`config.mk`:
```
export PLATFORM = sky130hd
export DESIGN_NAME = scg_sleep_gate
export DESIGN_NICKNAME = d
export VERILOG_FILES = /design/src/scg_pkg.sv /design/src/scg_glitchless_gate.sv /design/src/scg_sleep_gate.sv
export SDC_FILE = /design/constraint.sdc
export NUM_CORES = 1
export LEC_CHECK = 0
export BUFFER_PORTS_ARGS = -buffer_cell sky130_fd_sc_hd__buf_2
export CAP_MARGIN = 20
export CORE_MARGIN = 3
export CORE_UTILIZATION = 39
export DETAILED_ROUTE_END_ITERATION = 16
export GPL_TIMING_DRIVEN = 0
export MAX_ROUTING_LAYER = met4
export PLACE_DENSITY = 0.81
export SLEW_MARGIN = 20
export SYNTH_ARGS = -nofsm -noshare
export SYNTH_HDL_FRONTEND = slang
export SYNTH_SLANG_ARGS = --single-unit
```
`constraint.sdc`:
```
create_clock -name I_MCLK -period 3.3 [get_ports I_MCLK]
set_input_delay 0.495 -clock I_MCLK [delete_from_list [all_inputs] [get_ports I_MCLK]]
set_output_delay 0.495 -clock I_MCLK [all_outputs]
set_load 0.02 [all_outputs]
```
`src/scg_pkg.sv`:
```
package scg_pkg;

  // ------------------------------------------------------------------
  // register map
  // ------------------------------------------------------------------
  localparam logic [11:0] SLEEP_GATE_OFF   = 12'h110;
  localparam logic [11:0] IRQ_STATUS_OFF   = 12'h114;
  localparam logic [11:0] IRQ_MASK_OFF     = 12'h118;
  localparam logic [11:0] GATE_STATE_OFF   = 12'h11C;
  localparam logic [11:0] CONTROL_OFF      = 12'h120;

  localparam logic [31:0] SLEEP_GATE_RST   = 32'h00000040;
  localparam logic [31:0] SLEEP_GATE_WMASK = 32'h03010348;

  // ------------------------------------------------------------------
  // field positions
  // ------------------------------------------------------------------
  localparam int CAN_UNIT_ONE_GATE_BIT  = 25;
  localparam int CAN_UNIT_ZERO_GATE_BIT  = 24;
  localparam int CONV_BIT  = 16;
  localparam int RATE_LSB  = 8;
  localparam int HIB_BIT   = 6;
  localparam int WDT_BIT   = 3;
  localparam int NUM_UNITS = 5;

  // unit index order in the gate vector
  localparam int U_WDT  = 0;
  localparam int U_HIB  = 1;
  localparam int U_CONV = 2;
  localparam int U_CAN_UNIT_ZERO_GATE = 3;
  localparam int U_CAN_UNIT_ONE_GATE = 4;

  // interrupt status bits
  localparam int IRQ_FAULT_BIT = 0;
  localparam int IRQ_ENTER_BIT = 1;
  localparam int IRQ_LEAVE_BIT = 2;
  localparam int IRQ_W         = 3;

  // control register bits
  localparam int CTL_AUTO_BIT  = 0;
  localparam int CTL_SLEEP_BIT = 1;

  // converter rates
  localparam logic [1:0] RATE_125K = 2'h0;
  localparam logic [1:0] RATE_250K = 2'h1;
  localparam logic [1:0] RATE_500K = 2'h2;
  localparam logic [1:0] RATE_1M   = 2'h3;

  typedef struct packed {
    logic [11:0] addr;
    logic [31:0] wdata;
    logic        wr;
    logic        rd;
  } scg_bus_s;

  typedef struct packed {
    logic [11:0] addr;
    logic        wr;
    logic        rd;
    logic [2:0]  unit;
  } scg_unit_acc_s;

endpackage : scg_pkg

```
`src/scg_glitchless_gate.sv`:
```
`timescale 1ns/100ps
// ------------------------------------------------------------------
// glitch-free clock gate: enable registered on the falling clock edge
// ------------------------------------------------------------------
module scg_glitchless_gate (
  input  wire logic i_clk,
  input  wire logic i_rstn,
  input  wire logic i_en,
  output logic      o_gclk,
  output logic      o_en
);

  logic en_q;

  // enable changes only on falling edge or at async reset, so outside reset the high phase is never cut
  always_ff @(negedge i_clk or negedge i_rstn) begin
    if (!i_rstn) begin
      en_q <= 1'b0;
    end else begin
      en_q <= i_en;
    end
  end

  assign o_gclk = i_clk & en_q;
  assign o_en   = en_q;

endmodule : scg_glitchless_gate

```
`src/scg_sleep_gate.sv`:
```
`timescale 1ns/100ps
module scg_sleep_gate (
  input  wire logic                   I_MCLK,
  input  wire logic                   I_RSTN,
  input  wire logic [11:0]            I_ADDR,
  input  wire logic [31:0]            I_WDATA,
  input  wire logic                   I_WR,
  input  wire logic                   I_RD,
  output logic [31:0]                 O_RDATA,
  input  wire logic [31:0]            I_RUN_GATE,
  input  wire logic [31:0]            I_DEEP_SLEEP_GATE,
  input  wire logic                   I_DEEP_SLEEP,
  input  wire logic                   I_UNIT_WR,
  input  wire logic                   I_UNIT_RD,
  input  wire logic [2:0]             I_UNIT_SEL,
  output logic                        O_BUS_FAULT,
  output logic [scg_pkg::NUM_UNITS-1:0] O_UNIT_CLK,
  output logic [scg_pkg::NUM_UNITS-1:0] O_UNIT_EN,
  output logic [1:0]                  O_RATE_SEL,
  output logic                        O_AUTO_GATE_SELECT,
  output logic                        O_IRQ
);

  // ------------------------------------------------------------------
  // helpers
  // ------------------------------------------------------------------
  function automatic logic [scg_pkg::NUM_UNITS-1:0] unit_bits(input logic [31:0] r);
    unit_bits = {r[scg_pkg::CAN_UNIT_ONE_GATE_BIT], r[scg_pkg::CAN_UNIT_ZERO_GATE_BIT], r[scg_pkg::CONV_BIT],
                 r[scg_pkg::HIB_BIT], r[scg_pkg::WDT_BIT]};
  endfunction : unit_bits

  scg_pkg::scg_bus_s      bus;
  scg_pkg::scg_unit_acc_s uacc;

  assign bus  = '{addr: I_ADDR, wdata: I_WDATA, wr: I_WR, rd: I_RD};
  assign uacc = '{addr: 12'h000, wr: I_UNIT_WR, rd: I_UNIT_RD, unit: I_UNIT_SEL};

  logic [31:0]              sleep_gate_reg_q;
  logic [scg_pkg::IRQ_W-1:0] irq_status_q;
  logic [scg_pkg::IRQ_W-1:0] irq_mask_q;
  logic                     auto_gate_select_q;
  logic                     sleep_req_q;
  logic                     sleep_act_q;
  logic                     fault_q;
  logic [31:0]              rdata_q;
  logic [scg_pkg::NUM_UNITS-1:0] sel_en;
  logic [scg_pkg::NUM_UNITS-1:0] unit_en_live;
  logic                     fault_ev;
  logic                     in_sleep;
  logic                     enter_ev;
  logic                     leave_ev;

  // ------------------------------------------------------------------
  // sleep gate register
  // ------------------------------------------------------------------
  always_ff @(posedge I_MCLK or negedge I_RSTN) begin
    if (!I_RSTN) begin
      sleep_gate_reg_q <= scg_pkg::SLEEP_GATE_RST;
    end else if (bus.wr && bus.addr == scg_pkg::SLEEP_GATE_OFF) begin
      // enable and rate bits are written, reserved bits stay zero
      sleep_gate_reg_q <= bus.wdata & scg_pkg::SLEEP_GATE_WMASK;
    end
  end

  // ------------------------------------------------------------------
  // control: auto gate select and sleep request
  // ------------------------------------------------------------------
  always_ff @(posedge I_MCLK or negedge I_RSTN) begin
    if (!I_RSTN) begin
      auto_gate_select_q <= 1'b0;
      sleep_req_q        <= 1'b0;
    end else if (bus.wr && bus.addr == scg_pkg::CONTROL_OFF) begin
      auto_gate_select_q <= bus.wdata[scg_pkg::CTL_AUTO_BIT];
      sleep_req_q        <= bus.wdata[scg_pkg::CTL_SLEEP_BIT];
    end
  end

  assign in_sleep = sleep_req_q & auto_gate_select_q;

  always_ff @(posedge I_MCLK or negedge I_RSTN) begin
    if (!I_RSTN) begin
      sleep_act_q <= 1'b0;
    end else begin
      sleep_act_q <= in_sleep;
    end
  end

  assign enter_ev = in_sleep & ~sleep_act_q;
  assign leave_ev = ~in_sleep & sleep_act_q;

  // ------------------------------------------------------------------
  // enable selection by operating mode
  // ------------------------------------------------------------------
  always_comb begin
    if (!auto_gate_select_q) begin
      sel_en = unit_bits(I_RUN_GATE);
    end else if (sleep_act_q && I_DEEP_SLEEP) begin
      sel_en = unit_bits(I_DEEP_SLEEP_GATE);
    end else if (sleep_act_q) begin
      sel_en = unit_bits(sleep_gate_reg_q);
    end else begin
      sel_en = unit_bits(I_RUN_GATE);
    end
  end

  // ------------------------------------------------------------------
  // per-unit clock gates
  // ------------------------------------------------------------------
  genvar gi;
  generate
    for (gi = 0; gi < scg_pkg::NUM_UNITS; gi++) begin : g_gate
      scg_glitchless_gate u_gate (
        .i_clk  (I_MCLK),
        .i_rstn (I_RSTN),
        .i_en   (sel_en[gi]),
        .o_gclk (O_UNIT_CLK[gi]),
        .o_en   (unit_en_live[gi])
      );
    end
  endgenerate

  assign O_UNIT_EN = unit_en_live;

  // ------------------------------------------------------------------
  // bus fault on access to an unclocked unit
  // ------------------------------------------------------------------
  assign fault_ev = (uacc.wr | uacc.rd) &&
                    ((uacc.unit >= 3'(scg_pkg::NUM_UNITS)) || !unit_en_live[uacc.unit]);

  always_ff @(posedge I_MCLK or negedge I_RSTN) begin
    if (!I_RSTN) begin
      fault_q <= 1'b0;
    end else begin
      fault_q <= fault_ev;
    end
  end

  assign O_BUS_FAULT = fault_q;

  // ------------------------------------------------------------------
  // interrupts: sticky status, write one to clear, set wins
  // ------------------------------------------------------------------
  logic [scg_pkg::IRQ_W-1:0] irq_set;
  logic [scg_pkg::IRQ_W-1:0] irq_clr;

  always_comb begin
    irq_set = '0;
    irq_set[scg_pkg::IRQ_FAULT_BIT] = fault_ev;
    irq_set[scg_pkg::IRQ_ENTER_BIT] = enter_ev;
    irq_set[scg_pkg::IRQ_LEAVE_BIT] = leave_ev;
    irq_clr = (bus.wr && bus.addr == scg_pkg::IRQ_STATUS_OFF) ?
              bus.wdata[scg_pkg::IRQ_W-1:0] : '0;
  end

  always_ff @(posedge I_MCLK or negedge I_RSTN) begin
    if (!I_RSTN) begin
      irq_status_q <= '0;
    end else begin
      irq_status_q <= (irq_status_q & ~irq_clr) | irq_set;
    end
  end

  always_ff @(posedge I_MCLK or negedge I_RSTN) begin
    if (!I_RSTN) begin
      irq_mask_q <= '0;
    end else if (bus.wr && bus.addr == scg_pkg::IRQ_MASK_OFF) begin
      irq_mask_q <= bus.wdata[scg_pkg::IRQ_W-1:0];
    end
  end

  assign O_IRQ = |(irq_status_q & irq_mask_q);

  // ------------------------------------------------------------------
  // read data, one cycle after the strobe
  // ------------------------------------------------------------------
  always_ff @(posedge I_MCLK or negedge I_RSTN) begin
    if (!I_RSTN) begin
      rdata_q <= '0;
    end else if (bus.rd) begin
      case (bus.addr)
        scg_pkg::SLEEP_GATE_OFF: rdata_q <= sleep_gate_reg_q;
        scg_pkg::IRQ_STATUS_OFF: rdata_q <= {29'h0, irq_status_q};
        scg_pkg::IRQ_MASK_OFF:   rdata_q <= {29'h0, irq_mask_q};
        scg_pkg::GATE_STATE_OFF: rdata_q <= {26'h0, sleep_act_q, unit_en_live};
        scg_pkg::CONTROL_OFF:    rdata_q <= {30'h0, sleep_req_q, auto_gate_select_q};
        default:                 rdata_q <= 32'h00000000;
      endcase
    end else begin
      rdata_q <= 32'h00000000;
    end
  end

  assign O_RDATA            = rdata_q;
  assign O_RATE_SEL         = sleep_gate_reg_q[scg_pkg::RATE_LSB +: 2];
  assign O_AUTO_GATE_SELECT = auto_gate_select_q;

endmodule : scg_sleep_gate

```
==> results by group, run 1 <==
Clock tree
  – Clock latency on the worst-skew pair: 0.40 ns
  – Hold buffers post-CTS: 0
  – CTS tree: yes
  – CTS clock-pin slew for the worst setup and hold paths: 0.07 ns

Run status
  – Status: finished, final reports clean

Logic synthesis
  – Top FF cell, synth: dfrtp_1
  – Number of synthesized register bits: 34
  – Post-synth EDFFs: 0
  – Yosys warns: 0
  – Post-synthesis async set-or-reset flop share: 100%
  – Post-synthesis sequential area ratio: between 40% and 50%
  – Synth Instances: 173
  – Synth Area per Inst: 10.9 sq um
  – Netlist cell types: 42
  – Synthesized cell area: around 1900 sq um

Die
  – Die width: between 70 and 80 microns
  – Cell Rows: 24
  – Ports: 165
  – Full die area: 5680 sq um
  – Die H: ~75 microns
  – Core box area: 4500 sq um
  – Starting Density: 41.7%

Worst setup path
  – Max FO, Critical Path: 4
  – WP data required: 2.80 ns
  – Crit end category: primary output
  – CP Launch Type: flip-flop
  – Critical Path AT: 2.78 ns
  – Crit Path Category: flip-flop to primary output

Flow run
  – MaxCap Viol Count: 0

STA
  – Hold slack final: roughly 0.17 ns
  – Final Hold Fails: 0
  – RSZ-0062 raised after global routing: true
  – Max Slew Vio Count: 0
  – Setup_tns: 0 ns
  – Worst slew pin tran: 0.732 ns
  – Final Skew: just under 0.03 ns
  – Final setup fails: 0
  – Worst rel slew slack: 50.8%

Placed design
  – Detail Placement HPWL: 3300 microns
  – Placed cells: 311
  – RD Place Congestion: between 0.9 and 1
  – Instance area at placement: 2350 sq um
  – PortBufs: 67

Finish
  – Reg area: between 800 and 900 sq um
  – Fin cells: 326
  – Fill cells: 389
  – Layout cells sized above 1: 51.1%
  – Nets: 390
  – Area occupied by multi-input gates: around 800 sq um
  – Antenna fix cells: 0
  – Area growth syn-to-layout: 37.1%
  – Post-route design area: roughly 2600 sq um

Global route
  – Gr usage total: between 10% and 20%
  – GRT overflow: 0
  – Initial antenna violation count: 0
  – Global-route wire length before repair: 6530 microns
  – Number of global-route vias before repair: 1464
  – Largest net degree at the start of global routing: 35

Drt
  – Via density: 4.64
  – # DRC: 0
  – Post-route ant nets: 0
  – Initial DRC count: 119
  – 1st-pass router iterations: 4
  – DR vias: about 1500
  – Routed wire per std cell: roughly 13 microns
  – Final wirelength: ~4200 microns

Power and ir drop
  – Pwr dens: roughly 460 nW/um^2
  – Overall power: 1.17 mW
  – Maximum vdd ir drop: ~0.27 mV
  – Leak: 1.39 nW

Worst hold path
  – Hold Crit Class: input port to asynchronous set/reset pin
critical path: stages (launching register included):
cell     delay [ns]
dfrtn_1        0.46
and2_4         0.16
buf_6          0.10
layout by cell type, fill, tap and decap left out, drive strengths merged:
cell type	netlist	layout
o21ai	1	1
nor2	7	7
nand2	4	4
nand3b	2	2
buf	34	103
o22ai	1	1
nand2b	2	2
a211o	1	1
or4b	2	2
nand3	5	5
nor4	3	3
o41ai	2	2
o221ai	1	1
nor2b	4	4
or4	2	2
mux4	1	1
mux2i	6	6
nand4bb	1	1
nor3b	1	1
clkinv	0	1
mux2	14	14
and4	2	2
a222oi	1	1
nor3	1	1
clkbuf	5	16
a31oi	1	1
nand4	2	2
or3	1	1
clkinvlp	0	1
dfstp	1	1
and2	12	12
dfrtn	5	5
or3b	2	2
a21oi	10	10
or2	1	1
conb	1	20
inv	4	4
dfrtp	28	28
nor4b	2	2
power breakdown:
part / switching [mW] / internal (mW)
combinational: 0.0692 / 0.0631
clock: 0.245 / 0.369
sequential: 0.00380 / 0.423
sequential cells by signal (all words and copies together), names as in the netlist:
register and flops:
O_RDATA 12, sleep_gate_reg_q 7, g_gate.u_gate.o_en 5, irq_mask_q 3, irq_status_q 3, O_AUTO_GATE_SELECT 1
O_BUS_FAULT 1, sleep_act_q 1, sleep_req_q 1
cell type report:
cell class | count | share of cell area [%]
inverters | 4 | 0.583
clock buffers | 16 | 7.68
flip-flops and latches | 34 | 33.1
well taps | 52 | 2.53
multi-input cells | 115 | 31.9
plain buffers | 34 | 9.23
repair buffers | 69 | 14.5
clock inverters | 2 | 0.486
logic make-up (layout without fill, tap and decap cells):
group	Yosys count	count (layout)	share of synthesized area (%)
AOI/OAI and AO/OA	18	18	6.00
buffers and inverters	43	125	15.5
DFF	34	34	45.4
muxes	21	21	14.2
other	1	20	0.200
and+or+nand+nor	56	56	18.8
Yosys cell counts (2+ instances only):
| master | count | area (sq um) |
|---|---|---|
| a21oi_1 | 10 | 50.1 |
| and2_1 | 12 | 75.1 |
| and4_1 | 2 | 17.5 |
| buf_4 | 32 | 240 |
| clkbuf_1 | 5 | 18.8 |
| dfrtn_1 | 5 | 125 |
| dfrtp_1 | 28 | 701 |
| inv_1 | 4 | 15.0 |
| mux2_2 | 7 | 78.8 |
| mux2_4 | 7 | 105 |
| mux2i_1 | 6 | 60.1 |
| nand2_1 | 4 | 15.0 |
| nand2b_1 | 2 | 12.5 |
| nand3_1 | 5 | 25.0 |
| nand3b_1 | 2 | 15.0 |
| nand4_1 | 2 | 12.5 |
| nor2_1 | 7 | 26.3 |
| nor2b_1 | 4 | 25.0 |
| nor4_1 | 3 | 18.8 |
| nor4b_1 | 2 | 17.5 |
| o41ai_1 | 2 | 17.5 |
| or3b_2 | 2 | 17.5 |
final timing paths:
check | from | endpoint | slack, ns | depth (start not counted)
min reg2reg | sleep_gate_reg_q[8]$_DFFE_PN0P_ | O_RDATA[8]$_DFF_PN0_ | 0.53 | 1
min in group I_MCLK | I_WDATA[6] | sleep_gate_reg_q[6]$_DFFE_PN1P_ | 0.34 | 2
min | I_RSTN | O_RDATA[6]$_DFF_PN0_ | 0.17 | 1
max reg2reg | g_gate[2].u_gate.o_en$_DFF_NN0_ | irq_status_q[0]$_DFF_PN0_ | 0.27 | 4
max in group asynchronous | I_RSTN | g_gate[4].u_gate.o_en$_DFF_NN0_ | 1.13 | 1
max | g_gate[2].u_gate.o_en$_DFF_NN0_ | O_UNIT_CLK[2] | 0.02 | 2
metal layers:
metal	global-route usage [%]	up-vias	wire length (microns)
li1	-	752	-
met1	18.9	680	1780
met2	24.2	71	2030
met3	5.80	9	310
met4	11.3	0	94
met5	-	-	0
metrics by stage:
stage	util, %	setup slack (ns)
finish	57.2	0.0233
global route	57.2	-0.0397
CTS	56.6	0.00810
floorplan	-	0.462
global placement	52.2	0.330
detailed placement	52.2	0.326
what timing repair did:
item / in CTS / in global routing
pin swaps: 5 / 2
setup endpoints to repair: 12 / 9
buffers inserted: 7 / 0
resized for setup: 10 / 7
Note: power is estimated with default switching activity, not from simulation.
==> run 2: changes to the inputs <==
- CTS_BUF_LIST: default -> sky130_fd_sc_hd__clkbuf_8
- GPL_TIMING_DRIVEN: 0 -> default
==> run 2 against run 1 <==
Against the previous run:
- utilization is 4.9 points lower
- setup slack hardly changed
- sequential share of layout area is 3.1 points higher
- global-route usage is 0.52 points lower
- clock skew is 0.0075 ns lower
- clock-buffer cell count is 2 lower
- total power is 9.8% higher
- sequential power hardly changed
- first-iteration DRC count is 35% lower
- via count is 5.3% lower
- combinational power is 20% lower
- highest routed layer unchanged
==> results by group, run 2 (synthesized netlist as in run 1, its figures left out) <==
Run status
  – Status: finished, final reports clean

Placed design
  – PortBufs: 68 (+1.5%)
  – RD Place Congestion: 0.869 (-3.5%)
  – Placed cells: 275 (-12%)
  – Post-Place Worst Slack: 0.405 ns (+0.0789 ns)
  – Detail Placement HPWL: 3130 microns (-5.2%)

Clock tree
  – CTS clock-pin slew for the worst setup and hold paths: 0.08 ns (about the same)
  – Clock latency on the worst-skew pair: 0.41 ns (about the same)
  – CTS tree: yes

Power and ir drop
  – Overall power: 1.29 mW (+9.8%)
  – Pwr dens: 547 nW/um^2 (+20%)
  – Maximum vdd ir drop: 0.264 mV (-3.2%)
  – Leak: 1.25 nW (-9.8%)

Finish
  – Most frequent cells in the layout: buf_2, dfrtp_1, conb_1, a21oi_1, clkbuf_8
  – Fin cells: 292 (-10%)
  – Antenna fix cells: 0 (unchanged)
  – Area growth syn-to-layout: 25.4%
  – Nets: 356 (-8.7%)
  – Max reg flops: 12 (unchanged)
  – Commonest non-fill, non-tap cell in the layout: buf_2
  – Layout cells sized above 1: 46.3% (-4.8 points)

STA
  – Setup ws final: 0.0233 ns (-0.0000255 ns)
  – Final Hold Fails: 0 (unchanged)
  – Worst rel slew slack: 65.1% (+14 points)
  – Final Skew: 0.0223 ns (-0.00748 ns)
  – Max Slew Vio Count: 0 (unchanged)
  – RSZ-0062 raised after global routing: true
  – Final setup fails: 0 (unchanged)
  – Worst slew pin tran: 0.516 ns (-0.216 ns)
  – Hold slack final: 0.00555 ns (-0.161 ns)

Worst setup path
  – CP Launch Type: flip-flop
  – FF-to-FF Start: g_gate[1].u_gate.o_en$_DFF_NN0_
  – WP data required: 2.80 ns (about the same)
  – R2R setup slack: 0.28 ns (about the same)
  – Critical Path AT: 2.78 ns (about the same)
  – Max FO, Critical Path: 4 (unchanged)
  – Worst R2R Path Depth: 4 (unchanged)
  – RR Endpoint: irq_status_q[0]$_DFF_PN0_
  – Crit end category: primary output
  – Crit Path Category: flip-flop to primary output

Drt
  – Initial DRC count: 77 (-35%)
  – Final wirelength: 4100 microns (-2.6%)
  – # DRC: 0 (unchanged)
  – DR vias: 1432 (-5.3%)
  – Routed wire per std cell: 14.0 microns (+8.7%)
  – Post-route ant nets: 0 (unchanged)
  – 1st-pass router iterations: 4 (unchanged)
  – Via density: 4.90 (+5.7%)

Die
  – Ports: 165 (unchanged)
  – Full die area: 5680 sq um (unchanged)
  – Die width: 75.4 microns (unchanged)
  – Die H: 75.4 microns (unchanged)
  – Core box area: 4500 sq um (unchanged)
  – Cell Rows: 24 (unchanged)
  – Starting Density: 41.7% (unchanged)

Worst hold path
  – Hold Crit Class: input port to asynchronous set/reset pin

Global route
  – GRT overflow: 0 (unchanged)
  – Largest net degree at the start of global routing: 19 (-46%)
  – Gr usage total: 16.0% (-0.52 points)
  – Global-route wire length before repair: 6180 microns (-5.4%)
  – Initial antenna violation count: 0 (unchanged)
  – Number of global-route vias before repair: 1396 (-4.6%)

Flow run
  – MaxCap Viol Count: 0 (unchanged)
[run 2: worst max path at each step]
stage,start,to,slack [ns],cells past startpoint
after global routing,g_gate[0].u_gate.o_en$_DFF_NN0_,O_UNIT_CLK[0],-0.02,2
after CTS,g_gate[2].u_gate.o_en$_DFF_NN0_,O_UNIT_CLK[2],0.002,2
final,g_gate[0].u_gate.o_en$_DFF_NN0_,O_UNIT_CLK[0],0.02,2
after floorplan,I_DEEP_SLEEP,g_gate[0].u_gate.o_en$_DFF_NN0_,0.46,3
after global placement,g_gate[4].u_gate.o_en$_DFF_NN0_,O_UNIT_CLK[4],0.41,2
after detailed placement,g_gate[3].u_gate.o_en$_DFF_NN0_,irq_status_q[0]$_DFF_PN0_,0.41,3
[run 2: layer usage]
| metal | GRT usage (%) | wire length (microns) | vias up |
|---|---|---|---|
| met2 | 24.3 | 1990 | 64 |
| met1 | 17.3 | 1690 | 672 |
| met3 | 5.94 | 336 | 9 |
| met4 | 11.1 | 83 | 0 |
| li1 | - | - | 687 |
| met5 | - | 0 | - |
[run 2: per-stage QoR]
step                      area (sq um)  utilization, %  TNS (ns)
after floorplan                   1950               -         0
after global placement            2090            46.5         0
after detailed placement          2090            46.5         0
after CTS                         2320            51.5         0
after global routing              2360            52.3   -0.0479
final                             2360            52.3         0
[run 2: power breakdown]
group          switching [mW]  internal [mW]
logic                  0.0647         0.0401
registers             0.00381          0.422
clock network           0.259          0.498
[run 2: layout make-up]
type / instances / area [sq um]
Clock buffer: 14 / 174
Clock inverter: 4 / 72.6
Fill cell: 415 / 2150
Inverter: 4 / 15.0
Multi-Input combinational cell: 115 / 817
Sequential cell: 34 / 852
Tap cell: 52 / 65.1
Timing Repair Buffer: 69 / 360
[run 2: repair_timing]
item,CTS,global route
hold buffers,0,0
endpoints found under the setup margin,8,8
setup buffers,4,0
gates resized for setup,0,12
pin swaps,0,3
hold endpoints to repair,0,0
[run 2: critical path, stage by stage (launching register included)]
cell     delay (ns)
dfrtn_1        0.46
and2_4         0.16
buf_6          0.10
==> run 3: changes to the inputs <==
- CORE_UTILIZATION: 39 -> 42
- HOLD_SLACK_MARGIN: default -> 0.05
- PLACE_DENSITY: 0.81 -> 0.86
- SLEW_MARGIN: 20 -> 40
==> run 3 against run 2 <==
Against the previous run:
- hold slack gained 0.33 ns
- routed wire length up 2.3%
- sequential power is essentially flat
- via count is 2.0% higher
- setup slack got worse by 0.0050 ns
==> results by group, run 3 (synthesized netlist as in run 1, its figures left out) <==
Run status
  – Status: finished, final reports clean

Finish
  – Nets: 360 (+1.1%)
  – Final Util: 56.4% (+4.1 points)
  – Fin cells: 294 (+0.68%)
  – Area growth syn-to-layout: 24.4%
  – Post-route design area: 2340 sq um (-0.85%)
  – Max reg flops: 12 (unchanged)
  – Antenna fix cells: 0 (unchanged)
  – Layout cells sized above 1: 44.7% (-1.6 points)
  – Commonest non-fill, non-tap cell in the layout: buf_2
  – Fill cells: 369 (-11%)
  – Most frequent cells in the layout: buf_2, dfrtp_1, conb_1, buf_4, and2_1

Power and ir drop
  – Logic pwr share: 9.4% (+1.3 points)
  – Net switching power: 0.304 mW (-7.1%)
  – Overall power: 1.16 mW (-10%)
  – Maximum vdd ir drop: 0.227 mV (-14%)
  – Seq pwr share: 36.9% (+3.8 points)
  – Switch share: 26.3% (+0.87 points)
  – Pwr dens: 495 nW/um^2 (-9.4%)
  – Leak: 1.25 nW (+0.19%)
  – Int Pwr: 0.853 mW (-11%)
  – Clock network power share: 53.7% (-5.1 points)

Worst setup path
  – Critical-path cell list: and2_4 > buf_6
  – Max FO, Critical Path: 4 (unchanged)
  – Crit Path Category: flip-flop to primary output
  – Crit-path leading delay family: flip-flops
  – WP data required: 2.80 ns (about the same)
  – CP Buf/Inv Count: 1 (unchanged)
  – Crit end category: primary output
  – Slowest stage delay, CP: 0.46 ns (about the same)
  – Critical Path AT: 2.79 ns (about the same)
  – Slowest cell on the critical path: dfrtn_1
  – CP Launch Type: flip-flop

Drt
  – Routed wire per std cell: 14.3 microns (+1.6%)
  – Post-route ant nets: 0 (unchanged)
  – Initial DRC count: 140 (+82%)
  – DR vias: 1461 (+2.0%)
  – # DRC: 0 (unchanged)
  – Final wirelength: 4200 microns (+2.3%)
  – 1st-pass router iterations: 4 (unchanged)
  – Via density: 4.97 (+1.3%)

Die
  – Starting Density: 45.3% (+3.6 points)
  – Cell Rows: 23 (-4.2%)
  – Core box area: 4140 sq um (-8.0%)
  – Die H: 72.9 microns (-3.3%)
  – Die width: 72.9 microns (-3.3%)
  – Full die area: 5310 sq um (-6.6%)
  – Ports: 165 (unchanged)

Placed design
  – RD Place Congestion: 0.845 (-2.8%)
  – Placed cells: 273 (-0.73%)
  – PortBufs: 68 (unchanged)
  – Detail Placement HPWL: 3230 microns (+3.1%)
  – Instance area at placement: 2090 sq um (-0.12%)

Global route
  – GRT overflow: 0 (unchanged)
  – Global-route wire length before repair: 6800 microns (+9.9%)
  – Largest net degree at the start of global routing: 19 (unchanged)
  – Number of global-route vias before repair: 1512 (+8.3%)
  – Initial antenna violation count: 0 (unchanged)
  – Gr usage total: 17.8% (+1.8 points)

STA
  – Final Skew: 0.0295 ns (+0.00715 ns)
  – Final setup fails: 0 (unchanged)
  – Worst rel slew slack: 63.1% (-2.0 points)
  – Worst slew pin tran: 0.546 ns (+0.0296 ns)
  – Final Hold Fails: 0 (unchanged)
  – RSZ-0062 raised after global routing: true
  – Max Slew Vio Count: 0 (unchanged)

Flow run
  – MaxCap Viol Count: 0 (unchanged)

Clock tree
  – Clock latency on the worst-skew pair: 0.40 ns (about the same)
  – CTS clock-pin slew for the worst setup and hold paths: 0.07 ns (about the same)
  – CTS tree: yes

Worst hold path
  – Hold Crit Class: input port to flip-flop
-- run 3: final cells by class --
class | count | area (sq um) | share of cell area [%]
clock buffer | 14 | 163 | 6.96
clock inverter | 4 | 41.3 | 1.77
inverter | 4 | 15.0 | 0.643
multi-input combinational | 115 | 810 | 34.7
sequential | 34 | 852 | 36.5
tap | 50 | 62.6 | 2.68
timing repair buffer | 73 | 393 | 16.8
-- run 3: worst paths after layout --
path / from / to / slack (ns) / cells after the start
setup reg to reg: g_gate[2].u_gate.o_en$_DFF_NN0_ / irq_status_q[0]$_DFF_PN0_ / 0.27 / 4
setup / recovery: g_gate[2].u_gate.o_en$_DFF_NN0_ / O_UNIT_CLK[2] / 0.02 / 2
hold reg to reg: sleep_req_q$_DFFE_PN0P_ / sleep_req_q$_DFFE_PN0P_ / 0.53 / 1
min in group asynchronous: I_RSTN / sleep_gate_reg_q[25]$_DFFE_PN0P_ / 0.56 / 2
hold / removal: I_WDATA[8] / sleep_gate_reg_q[8]$_DFFE_PN0P_ / 0.34 / 2
max in group asynchronous: I_RSTN / g_gate[0].u_gate.o_en$_DFF_NN0_ / 0.92 / 2
-- run 3: timing repair --
item                                    4_1_cts  5_1_grt
hold buffers                                  1        0
resized for setup                             1        5
endpoints found under the setup margin        8        8
pin swaps                                     0        1
endpoints found under the hold margin        11        0
setup buffers                                 6        1
-- run 3: stage by stage --
step	hold WS, ns	setup TNS, ns	setup slack [ns]
floorplan	0.199	0	0.462
global placement	0.427	0	0.410
detailed placement	0.437	0	0.403
CTS	0.333	0	0.00582
global route	0.327	-0.0663	-0.0430
finish	0.340	0	0.0183
-- run 3: layer usage --
| metal | global-route usage, % | up-vias | wire (microns) |
|---|---|---|---|
| li1 | - | 694 | - |
| met1 | 20.5 | 673 | 1670 |
| met2 | 26.5 | 78 | 2020 |
| met3 | 5.92 | 16 | 399 |
| met4 | 11.5 | 0 | 106 |
| met5 | - | - | 0 |
-- run 3: power groups by stage --
stage | clock network [mW] | logic [mW] | registers [mW]
floorplan | 0.116 | 0.0760 | 0.435
global placement | 0.0954 | 0.0976 | 0.435
detailed placement | 0.0954 | 0.101 | 0.435
CTS | 0.611 | 0.108 | 0.427
global route | 0.670 | 0.120 | 0.427
finish | 0.622 | 0.109 | 0.427
-- run 3: worst register-to-register path: stages, from the launching register on --
cell     delay, ns
dfrtn_1       0.38
buf_4         0.15
mux4_2        0.44
nor2b_1       0.16
o22ai_1       0.15
